**src/logic/can_cfg_pkg.sv**
```systemverilog
// can_cfg_pkg: register offsets, reset values, field positions and the
// carrier structs shared by the protocol configuration and status block.
// assumes a 16-bit register port addressed by byte offset.
package can_cfg_pkg;

  // register byte offsets
  localparam logic [7:0] OFS_CONTROL  = 8'h00;
  localparam logic [7:0] OFS_STATUS   = 8'h02;
  localparam logic [7:0] OFS_ERRCNT   = 8'h04;
  localparam logic [7:0] OFS_CLASSIC  = 8'h06;
  localparam logic [7:0] OFS_TEST     = 8'h0a;
  localparam logic [7:0] OFS_PRESC_X  = 8'h0c;
  localparam logic [7:0] OFS_FD_CTRL  = 8'h26;
  localparam logic [7:0] OFS_NOM_SEG  = 8'h28;
  localparam logic [7:0] OFS_NOM_PRE  = 8'h2a;

  // reset values
  localparam logic [15:0] RST_CONTROL = 16'h0001;
  localparam logic [15:0] RST_CLASSIC = 16'h2301;
  localparam logic [15:0] RST_ZERO    = 16'h0000;

  // writable masks
  localparam logic [15:0] MASK_CONTROL = 16'h00ef;
  localparam logic [15:0] MASK_TEST    = 16'h007c;
  localparam logic [15:0] MASK_PRESC_X = 16'h000f;
  localparam logic [15:0] MASK_FD_PROT = 16'h807f;
  localparam logic [15:0] MASK_FD_OPEN = 16'h0300;
  localparam logic [15:0] MASK_NOM     = 16'h7fff;

  // control register bit positions
  localparam int CTL_INIT = 0;
  localparam int CTL_SIE  = 2;
  localparam int CTL_EIE  = 3;
  localparam int CTL_CCE  = 6;
  localparam int CTL_TEST = 7;

  // fd control bit positions
  localparam int FDC_FD_OPERATION_ENABLE = 0;
  localparam int FDC_BITRATE_SWITCH_ENABLE = 1;
  localparam int FDC_DELAY_COMP_ENABLE = 2;
  localparam int FDC_TDCN = 3;
  localparam int FDC_RESTRICTED_OPERATION_MODE = 4;
  localparam int FDC_INTEGRATION_EDGE_FILTER = 5;
  localparam int FDC_EXCEPTION_HANDLING_DISABLE = 6;
  localparam int FDC_PXE  = 7;
  localparam int FDC_BITRATE_SWITCH_REQUEST = 8;
  localparam int FDC_DATA_PHASE_STATUS_IRQ_ENABLE = 9;
  localparam int FDC_LEGACY_FD_FORMAT_SELECT = 15;

  // error codes and interrupt value
  localparam logic [2:0]  LEC_NONE    = 3'h0;
  localparam logic [2:0]  LEC_ACK     = 3'h3;
  localparam logic [2:0]  LEC_NOCHG   = 3'h7;
  localparam logic [15:0] IRQ_STATUS  = 16'h8000;
  localparam logic [5:0]  PRESC_X_MUL = 6'h3f; // extension weight is this plus one (0x40)

  // events reported by the protocol engine, one-cycle pulses and levels
  typedef struct packed {
    logic       lec_valid;   // pulse: lec_code is new
    logic [2:0] lec_code;
    logic       rx_done;     // pulse: frame received without error
    logic       tx_done;     // pulse: frame transmitted without error
    logic       data_phase_error_code_valid;  // pulse: data phase error code is new
    logic [2:0] data_phase_error_code_code;
    logic       bus_off;     // level
    logic       warning;     // level
    logic       passive;     // level
    logic       rx_passive;  // level
    logic [6:0] rx_count;
    logic [7:0] tx_count;
    logic       pex_event;   // pulse: protocol exception
    logic       integrating; // level: bus integration in progress
  } core_events_s;

  // effective bit timing, each field already plus one
  typedef struct packed {
    logic [10:0] tq_div;
    logic [8:0]  seg_before;
    logic [7:0]  seg_after;
    logic [7:0]  jump_width;
  } bit_timing_s;

  // operating options handed to the protocol engine
  typedef struct packed {
    logic       fd_operation_enable;
    logic       legacy_fd_format_select;
    logic       bitrate_switch_request;
    logic       bitrate_switch_enable;
    logic       exception_handling_disable;
    logic       integration_edge_filter;
    logic       restricted_operation_mode;
    logic       delay_comp_enable;
    logic       delay_fixed_mode;
    logic [1:0] tx_pin_control;
    logic       loop_back;
    logic       silent;
    logic       basic;
  } op_cfg_s;

endpackage

```
**src/logic/can_rx_sync.sv**
```systemverilog
// can_rx_sync: three-stage synchroniser for the bus receive pin.
// assumes the pin is asynchronous to i_mclk; output changes once
// the second and third stages agree.
`timescale 1ns/100ps
`default_nettype none
module can_rx_sync (
  input  wire logic i_mclk,
  input  wire logic i_rst_n,
  input  wire logic i_pin,
  output logic      o_level
);
  typedef struct packed {
    logic s1;
    logic s2;
    logic s3;
    logic lvl;
  } sync_s;

  sync_s st_reg;
  sync_s st_next;

  // only s2 reads s1; the agreement check looks at s2 and s3
  always_comb begin
    st_next    = st_reg;
    st_next.s1 = i_pin;
    st_next.s2 = st_reg.s1;
    st_next.s3 = st_reg.s2;
    if (st_reg.s2 == st_reg.s3) begin
      st_next.lvl = st_reg.s3;
    end
  end

  // bus idles recessive, so reset to high
  always_ff @(posedge i_mclk) begin
    if (!i_rst_n) begin
      st_reg <= 4'hf;
    end else begin
      st_reg <= st_next;
    end
  end

  assign o_level = st_reg.lvl;
endmodule
`default_nettype wire

```
**src/logic/can_tq_gen.sv**
```systemverilog
// can_tq_gen: time quantum tick generator, one pulse every i_div clocks.
// assumes i_div is at least one; the count is compared with the current
// i_div every clock, so a change of divisor takes effect at once.
`timescale 1ns/100ps
`default_nettype none
module can_tq_gen #(
  parameter int DIV_W = 11
) (
  input  wire logic             i_mclk,
  input  wire logic             i_rst_n,
  input  wire logic [DIV_W-1:0] i_div,
  output logic                  o_tick
);
  typedef struct packed {
    logic [DIV_W-1:0] cnt;
    logic             tick;
  } tq_s;

  tq_s st_reg;
  tq_s st_next;

  // count clocks; wrap when the programmed quantum length is reached
  always_comb begin
    st_next      = st_reg;
    st_next.tick = 1'b0;
    if (st_reg.cnt + 1'b1 >= i_div) begin
      st_next.cnt  = '0;
      st_next.tick = 1'b1;
    end else begin
      st_next.cnt = st_reg.cnt + 1'b1;
    end
  end

  always_ff @(posedge i_mclk) begin
    if (!i_rst_n) begin
      st_reg <= '0;
    end else begin
      st_reg <= st_next;
    end
  end

  assign o_tick = st_reg.tick;
endmodule
`default_nettype wire

```
**src/logic/can_proto_cfg.sv**
```systemverilog
// can_proto_cfg: protocol configuration and status registers of a CAN / CAN FD
// controller: status codes, status interrupt, bit timing selection, test
// register and FD options. assumes a 16-bit register port on i_mclk with
// single-cycle i_wr / i_rd strobes and events from the protocol engine.
//
// Functional notes
// a transmitted frame without acknowledge sets last_error_code to 3
// error-free reception or transmission clears last_error_code to 0
// host may write 7 to last_error_code; it stays until a bus event
// error and status-change events raise the status interrupt when enabled
// passive changes and host writes never raise the status interrupt
// reading the status register clears a pending status interrupt
// error counter register shows rx_passive_flag, receive and transmit counts
// classic timing and prescaler extension used only while FD operation is off
// classic fields are applied plus one within their valid ranges
// classic quantum is extension times 0x40 plus prescaler plus one clocks
// four extension bits form the prescaler upper bits, up to 1023
// protected timing registers take writes only with config change and init
// test register writable only with test access; keep tx pins at 00 (tx pin bits 6:5 stay writable here)
// legacy format select chooses non-ISO FD frames, else ISO frames
// data phase code other than 7 raises the status interrupt when enabled
// bit rate switch request and enable steer FD transmissions
// protocol exception flag set by event, cleared by reading its register
// exception handling disable makes the engine send an error frame
// edge filter needs two dominant quanta for hard sync while integrating
// delay compensation enable and fixed mode are passed to the engine
// with FD operation on, classic frames use the nominal timing
// nominal fields set the arbitration bit time of 4 to 385 quanta
// nominal quantum is nominal_prescaler plus one clocks, prescaler 0 to 255
// restricted mode stops error counter increments on protocol errors
`timescale 1ns/100ps
`default_nettype none
module can_proto_cfg
  import can_cfg_pkg::*;
(
  input  wire logic         i_mclk,
  input  wire logic         i_rst_n,
  input  wire logic [7:0]   i_addr,
  input  wire logic [15:0]  i_wdata,
  input  wire logic         i_wr,
  input  wire logic         i_rd,
  input  wire logic         i_can_rx,
  input  wire core_events_s i_ev,
  output logic [15:0]       o_rdata,
  output logic [15:0]       o_int_code,
  output logic              o_init,
  output logic              o_err_count_hold,
  output logic              o_hard_sync,
  output logic              o_tq_tick,
  output bit_timing_s       o_timing,
  output op_cfg_s           o_cfg
);

  typedef struct packed {
    logic [15:0] rdata;
    logic [15:0] control;
    logic [15:0] classic;
    logic [15:0] test;
    logic [15:0] presc_x;
    logic [15:0] fd_ctrl;
    logic [15:0] nom_seg;
    logic [15:0] nom_pre;
    logic        bus_off;
    logic        warning;
    logic        passive;
    logic        rx_ok;
    logic        tx_ok;
    logic [2:0]  last_error_code;
    logic        int_pend;
    logic        q_prev;
    logic        q_prev2;
    logic        hard_sync;
    bit_timing_s timing;
  } cfg_s;

  cfg_s        st_reg;
  cfg_s        st_next;
  logic        rx_level;
  logic        tq_tick;
  logic        wr_open;
  logic        int_trigger;
  logic [15:0] status_word;
  logic [15:0] errcnt_word;

  // pin receive level passes the three-stage synchroniser
  can_rx_sync u_rx_sync (
    .i_mclk  (i_mclk),
    .i_rst_n (i_rst_n),
    .i_pin   (i_can_rx),
    .o_level (rx_level)
  );

  // quantum tick from the currently selected prescaler
  can_tq_gen #(
    .DIV_W (11)
  ) u_tq_gen (
    .i_mclk  (i_mclk),
    .i_rst_n (i_rst_n),
    .i_div   (st_reg.timing.tq_div),
    .o_tick  (tq_tick)
  );

  // decode shared by write and read paths
  function automatic logic hit(input logic [7:0] a, input logic [7:0] ofs);
    hit = (a == ofs);
  endfunction

  assign wr_open = st_reg.control[CTL_CCE] & st_reg.control[CTL_INIT];

  assign status_word = {8'h00, st_reg.bus_off, st_reg.warning, st_reg.passive,
                        st_reg.rx_ok, st_reg.tx_ok, st_reg.last_error_code};
  // counters come live from the engine
  assign errcnt_word = {i_ev.rx_passive, i_ev.rx_count, i_ev.tx_count};

  // hardware causes of a status interrupt; passive and host writes absent
  assign int_trigger =
      (st_reg.control[CTL_EIE] & ((i_ev.bus_off != st_reg.bus_off) |
                                  (i_ev.warning != st_reg.warning))) |
      (st_reg.control[CTL_SIE] & ((i_ev.lec_valid & (i_ev.lec_code != LEC_NOCHG)) |
                                  i_ev.rx_done | i_ev.tx_done)) |
      (st_reg.fd_ctrl[FDC_DATA_PHASE_STATUS_IRQ_ENABLE] & i_ev.data_phase_error_code_valid &
       (i_ev.data_phase_error_code_code != LEC_NOCHG));

  // register writes, status updates, read side effects and timing selection
  always_comb begin
    st_next         = st_reg;
    st_next.bus_off = i_ev.bus_off;
    st_next.warning = i_ev.warning;
    st_next.passive = i_ev.passive;

    // host writes first so that bus events below take priority
    if (i_wr) begin
      if (hit(i_addr, OFS_CONTROL)) begin
        st_next.control = i_wdata & MASK_CONTROL;
      end
      if (hit(i_addr, OFS_STATUS)) begin
        st_next.rx_ok = i_wdata[4];
        st_next.tx_ok = i_wdata[3];
        st_next.last_error_code   = i_wdata[2:0];
      end
      if (hit(i_addr, OFS_TEST) && st_reg.control[CTL_TEST]) begin
        st_next.test = i_wdata & MASK_TEST;
      end
      if (hit(i_addr, OFS_FD_CTRL)) begin
        st_next.fd_ctrl[FDC_BITRATE_SWITCH_REQUEST] = i_wdata[FDC_BITRATE_SWITCH_REQUEST];
        st_next.fd_ctrl[FDC_DATA_PHASE_STATUS_IRQ_ENABLE] = i_wdata[FDC_DATA_PHASE_STATUS_IRQ_ENABLE];
      end
      if (wr_open) begin
        if (hit(i_addr, OFS_CLASSIC)) begin
          st_next.classic = i_wdata & MASK_NOM;
          // segment before sample point has a floor of one
          if (i_wdata[11:8] == 4'h0) begin
            st_next.classic[11:8] = 4'h1;
          end
        end
        if (hit(i_addr, OFS_PRESC_X)) begin
          st_next.presc_x = i_wdata & MASK_PRESC_X;
        end
        if (hit(i_addr, OFS_FD_CTRL)) begin
          st_next.fd_ctrl = (st_reg.fd_ctrl & ~(MASK_FD_PROT & ~16'h0080)) |
                            (i_wdata & MASK_FD_PROT & ~16'h0080) |
                            (st_next.fd_ctrl & MASK_FD_OPEN);
        end
        if (hit(i_addr, OFS_NOM_SEG)) begin
          st_next.nom_seg = i_wdata & MASK_NOM;
        end
        if (hit(i_addr, OFS_NOM_PRE)) begin
          st_next.nom_pre = i_wdata & MASK_NOM;
        end
      end
    end

    // bus events override host writes in the same cycle
    if (i_ev.rx_done) begin
      st_next.rx_ok = 1'b1;
    end
    if (i_ev.tx_done) begin
      st_next.tx_ok = 1'b1;
    end
    if (i_ev.rx_done || i_ev.tx_done) begin
      st_next.last_error_code = LEC_NONE;
    end
    if (i_ev.lec_valid) begin
      st_next.last_error_code = i_ev.lec_code;
    end
    // going bus-off stops bus activity until software clears init
    if (i_ev.bus_off && !st_reg.bus_off) begin
      st_next.control[CTL_INIT] = 1'b1;
    end

    // read data and read side effects; set wins over clear
    st_next.rdata = 16'h0000;
    if (i_rd) begin
      if (hit(i_addr, OFS_CONTROL)) st_next.rdata = st_reg.control;
      if (hit(i_addr, OFS_STATUS)) begin
        st_next.rdata    = status_word;
        st_next.int_pend = 1'b0;
      end
      if (hit(i_addr, OFS_ERRCNT))  st_next.rdata = errcnt_word;
      if (hit(i_addr, OFS_CLASSIC)) st_next.rdata = st_reg.classic;
      if (hit(i_addr, OFS_TEST))    st_next.rdata = st_reg.test | {8'h00, rx_level, 7'h00};
      if (hit(i_addr, OFS_PRESC_X)) st_next.rdata = st_reg.presc_x;
      if (hit(i_addr, OFS_FD_CTRL)) begin
        st_next.rdata             = st_reg.fd_ctrl;
        st_next.fd_ctrl[FDC_PXE] = 1'b0;
      end
      if (hit(i_addr, OFS_NOM_SEG)) st_next.rdata = st_reg.nom_seg;
      if (hit(i_addr, OFS_NOM_PRE)) st_next.rdata = st_reg.nom_pre;
    end
    if (i_ev.pex_event) begin
      st_next.fd_ctrl[FDC_PXE] = 1'b1;
    end
    if (int_trigger) begin
      st_next.int_pend = 1'b1;
    end

    // timing: classic fields only while FD operation is off
    if (!st_reg.fd_ctrl[FDC_FD_OPERATION_ENABLE]) begin
      st_next.timing.tq_div     = {1'b0, st_reg.presc_x[3:0], st_reg.classic[5:0]} +
                                  11'h001;
      st_next.timing.seg_before = {5'h00, st_reg.classic[11:8]} + 9'h001;
      st_next.timing.seg_after  = {5'h00, st_reg.classic[14:12]} + 8'h01;
      st_next.timing.jump_width = {6'h00, st_reg.classic[7:6]} + 8'h01;
    end else begin
      // nominal timing also serves classic frames sent under FD operation
      st_next.timing.tq_div     = {3'h0, st_reg.nom_pre[7:0]} + 11'h001;
      st_next.timing.seg_before = {1'b0, st_reg.nom_seg[7:0]} + 9'h001;
      st_next.timing.seg_after  = {1'b0, st_reg.nom_seg[14:8]} + 8'h01;
      st_next.timing.jump_width = {1'b0, st_reg.nom_pre[14:8]} + 8'h01;
    end

    // hard sync edge during integration, sampled once per quantum
    st_next.hard_sync = 1'b0;
    if (tq_tick) begin
      st_next.q_prev  = rx_level;
      st_next.q_prev2 = st_reg.q_prev;
      if (i_ev.integrating && !rx_level) begin
        if (st_reg.fd_ctrl[FDC_INTEGRATION_EDGE_FILTER]) begin
          // a single dominant quantum may be a glitch, so wait for two
          st_next.hard_sync = !st_reg.q_prev && st_reg.q_prev2;
        end else begin
          st_next.hard_sync = st_reg.q_prev;
        end
      end
    end
  end

  always_ff @(posedge i_mclk) begin
    if (!i_rst_n) begin
      st_reg         <= '0;
      st_reg.control <= RST_CONTROL;
      st_reg.classic <= RST_CLASSIC;
      st_reg.q_prev  <= 1'b1;
      st_reg.q_prev2 <= 1'b1;
      st_reg.timing  <= '0;
    end else begin
      st_reg <= st_next;
    end
  end

  // outputs straight from state
  assign o_rdata          = st_reg.rdata;
  assign o_int_code       = st_reg.int_pend ? IRQ_STATUS : RST_ZERO;
  assign o_init           = st_reg.control[CTL_INIT];
  assign o_err_count_hold = st_reg.fd_ctrl[FDC_RESTRICTED_OPERATION_MODE];
  assign o_hard_sync      = st_reg.hard_sync;
  assign o_tq_tick        = tq_tick;
  assign o_timing         = st_reg.timing;
  assign o_cfg = '{fd_operation_enable:        st_reg.fd_ctrl[FDC_FD_OPERATION_ENABLE],
                   legacy_fd_format_select:    st_reg.fd_ctrl[FDC_LEGACY_FD_FORMAT_SELECT],
                   bitrate_switch_request:     st_reg.fd_ctrl[FDC_BITRATE_SWITCH_REQUEST],
                   bitrate_switch_enable:      st_reg.fd_ctrl[FDC_BITRATE_SWITCH_ENABLE],
                   exception_handling_disable: st_reg.fd_ctrl[FDC_EXCEPTION_HANDLING_DISABLE],
                   integration_edge_filter:    st_reg.fd_ctrl[FDC_INTEGRATION_EDGE_FILTER],
                   restricted_operation_mode:  st_reg.fd_ctrl[FDC_RESTRICTED_OPERATION_MODE],
                   delay_comp_enable:          st_reg.fd_ctrl[FDC_DELAY_COMP_ENABLE],
                   delay_fixed_mode:           st_reg.fd_ctrl[FDC_TDCN],
                   tx_pin_control:             st_reg.test[6:5],
                   loop_back:                  st_reg.test[4],
                   silent:                     st_reg.test[3],
                   basic:                      st_reg.test[2]};
endmodule
`default_nettype wire

```
**config.mk**
```make
export PLATFORM = sky130hd
export DESIGN_NAME = can_proto_cfg
export DESIGN_NICKNAME = d
export VERILOG_FILES = /design/src/logic/can_cfg_pkg.sv /design/src/logic/can_rx_sync.sv /design/src/logic/can_tq_gen.sv /design/src/logic/can_proto_cfg.sv
export SDC_FILE = /design/constraint.sdc
export NUM_CORES = 1
export LEC_CHECK = 0
export BUFFER_PORTS_ARGS = -buffer_cell sky130_fd_sc_hd__clkbuf_2
export CAP_MARGIN = 0
export CORE_MARGIN = 4
export CORE_UTILIZATION = 60
export CTS_CLUSTER_SIZE = 8
export DETAILED_ROUTE_END_ITERATION = 16
export PLACE_DENSITY_LB_ADDON = 0.2
export SETUP_SLACK_MARGIN = 0.5
export SLEW_MARGIN = 20
export SYNTH_ARGS = -nofsm -noshare
export SYNTH_HDL_FRONTEND = slang
export SYNTH_SLANG_ARGS = --single-unit
```
**constraint.sdc**
```tcl
create_clock -name i_mclk -period 4.4 [get_ports i_mclk]
set_input_delay 0.66 -clock i_mclk [delete_from_list [all_inputs] [get_ports i_mclk]]
set_output_delay 0.66 -clock i_mclk [all_outputs]
set_load 0.01 [all_outputs]
```
==> results.sh <==
export IMPL_syn_inst=941
export IMPL_seq_area_um2=3043
export IMPL_hp_start="u_rx_sync.st_next[2]"
export IMPL_placed_cell_area_um2=8058
export IMPL_insertion_delay_ns=0.42
export IMPL_cp_arrival_ns=3.40
export IMPL_synthArstFlopShare_pct=0
export IMPL_max_freq_mhz=328.0
export IMPL_max_vdd_ir_drop_mv=0.2904
export IMPL_max_cap_violations=0
export IMPL_yosys_warnings=0
export IMPL_fin_crit_ns=3.049
export IMPL_io_buffer_count=130
export IMPL_largest_reg_flops=68
export IMPL_clkTransAtPathRegs_ns=0.06
export IMPL_cts_sinks=152
export IMPL_skew_ns=0.007210
export IMPL_wirelength_um=20920
export IMPL_ctsRootBufferMaster="clkbuf_16"
export IMPL_cts_setup_buffers=0
export IMPL_required_ns=4.75
export IMPL_die_w_um=122.9
export IMPL_crit_fanout=35
export IMPL_antenna_cells=0
export IMPL_place_hpwl_um=15340
export IMPL_cp_start_kind="primary input"
export IMPL_fill_cells=1121
export IMPL_synth_avg_cell_area_um2=8.425
export IMPL_grt_max_degree=58
export IMPL_critical_path_class="in2reg"
export IMPL_start_util_pct=62.06
export IMPL_drc=0
export IMPL_layout_drive_gt1_share_pct=18.10
export IMPL_rr_startpoint="u_tq_gen.st_reg[1]"
export IMPL_drt_iter0_markers=554
export IMPL_die_y_um=122.9
export IMPL_grt_ovfl_total=0
export IMPL_pin_count=146
export IMPL_finalInstanceArea_um2=8640
export IMPL_vias=6674
export IMPL_grt_usage_pct=28.16
export IMPL_hold_viol=0
export IMPL_detail_route_wl_per_cell_um=18.02
export IMPL_drt_first_pass_iters=5
export IMPL_rows=41
export IMPL_num_nets_final=1059
export IMPL_cts_buffers=17
export IMPL_routed_via_density=5.748
export IMPL_area_growth_pct=8.980
export IMPL_ys_seq_area_share_pct=38.38
export IMPL_cts_tree="yes"
export IMPL_worst_slew_pin_slew_ns=1.044
export IMPL_fin_ws_ns=1.351
export IMPL_multi_input_area_um2=4033
export IMPL_netlist_area_um2=7928
export IMPL_slew_headroom_pct=30.00
export IMPL_dieArea_um2=15120
export IMPL_slew_violations=0
export IMPL_dp_slack_ns=1.038
export IMPL_status="finished clean"
export IMPL_core_um2=12770
export IMPL_rsz0062_at_grt="no"
export IMPL_synth_edf_count=0
export IMPL_antenna_left=0
export IMPL_grt_pass1_wl_um=32680
export IMPL_final_setup_tns_ns=0
export IMPL_setup_violations=0
export IMPL_ctsResizeCount=0
export IMPL_cp_end_kind="flop"
export IMPL_hold_buffers=0
export IMPL_synth_ff_type="dfxtp_1"
export IMPL_synth_seq_cells=152
export IMPL_powerDensity_nw_per_um2=357.4
export IMPL_clockBufferDepth=2
export IMPL_p_leak_nw=3.451
export IMPL_grt_pass1_vias=6302
export IMPL_gp_routability_congestion=1.002
export IMPL_htreeDepth=4
export IMPL_hold_class="reg2reg"
export IMPL_critPathLaunch="i_addr[1]"
export IMPL_crit_chain="clkbuf_2 > nor4b_1 > nand3_1 > nor2_1 > buf_4 > nand2_1 > a21boi_0"
export IMPL_cpMaxStageDelayCell="nor2_1"
export IMPL_max_stage_delay_ns=0.67
export IMPL_synth_cell_types=62
export IMPL_period_share_pct=69.28
export IMPL_antenna_found_initial=0
[kinds of logic after synthesis]
group | share of synthesized area [%]
AO/OA/AOI/OAI | 16.38
XOR/XNOR | 3.977
adder cells (fa/ha/maj) | 3.314
buffers and inverters | 11.41
flip-flops | 38.38
multiplexers | 4.924
other | 0.04730
AND/OR/NAND/NOR | 21.56
[final timing paths]
path	to	slack, ns	cells after the start
worst max register to register	u_tq_gen.o_tick	1.70	10
worst max-delay path	st_reg[55]	1.35	7
worst min-delay path	u_rx_sync.st_next[1]	0.41	1
worst min register to register	u_rx_sync.st_next[1]	0.41	1
[Yosys cell counts, types with 9 or more instances]
library cell	number	area share, %
nor2b_1	29	2.3
a21boi_1	10	0.95
a21oi_1	45	2.8
xnor2_1	18	2.0
o21ai_0	38	2.4
buf_4	83	7.9
nand2_1	154	7.3
ha_1	21	3.3
nor2_1	34	1.6
nand3_1	47	3.0
and2_1	14	1.1
o211a_1	9	1.1
nand4_1	9	0.71
inv_1	17	0.80
xor2_1	18	2.0
nor3_1	14	0.88
mux2i_1	30	3.8
dfxtp_1	152	38
clkbuf_1	39	1.8
nand2b_1	10	0.79
a21boi_0	42	4.0
[per-stage QoR]
stage | std cells | utilization [%] | hold WS (ns) | power [mW]
finish | 1161 | 67.64 | 0.4076 | 3.088
global route | 1161 | 67.64 | 0.4065 | 3.194
CTS | 1161 | 67.64 | 0.4094 | 3.104
detailed placement | 1131 | 63.08 | 0.3955 | 1.685
global placement | 1131 | 63.08 | 0.3883 | 1.683
floorplan | 955 | - | 0.3863 | 1.612
[layout make-up]
type                            instances  area share, %
Inverter                               17         0.7386
Timing Repair Buffer                  137          8.139
Clock buffer                           23          5.648
Multi-Input combinational cell        653          46.68
Clock inverter                          7          1.086
Sequential cell                       152          35.22
Tap cell                              172          2.491
[cell usage in the layout (no fill, tap or decap), drive strengths merged, types with 6 or more instances in the layout]
cell type / n
or3: 8
dfxtp: 152
nand2b: 10
nand3: 47
xnor2: 18
nand2: 154
o21ai: 38
o211a: 9
conb: 15
inv: 17
xor2: 18
o22ai: 7
ha: 21
nor2: 36
mux2i: 30
a21boi: 52
a21oi: 45
and3: 8
a221oi: 8
buf: 8
nand4: 9
and2: 14
nor3: 18
a22oi: 6
nor2b: 29
clkbuf: 152
[routing by layer]
metal  routed length, um  global-route usage, %  vias to the layer above
met5                   0                      0                        -
met4                 614                  10.99                        0
met2                9455                  45.06                      320
li1                    -                      -                     3227
met1                9042                  36.72                     3086
met3                1803                  6.953                       41
[where the power goes]
group	switching, mW	internal, mW	total (mW)
Sequential	0.0163	1.40	1.41
Clock	0.540	0.887	1.43
Combinational	0.155	0.0912	0.246
Total	0.712	2.38	3.09
[critical path: cells and delay by family]
family | cells | cell delay (ns)
AO/OA/AOI/OAI | 1 | 0.15
buffers and inverters | 2 | 0.84
AND/OR/NAND/NOR | 4 | 1.75
No activity file was read; power rests on OpenSTA's default activity.
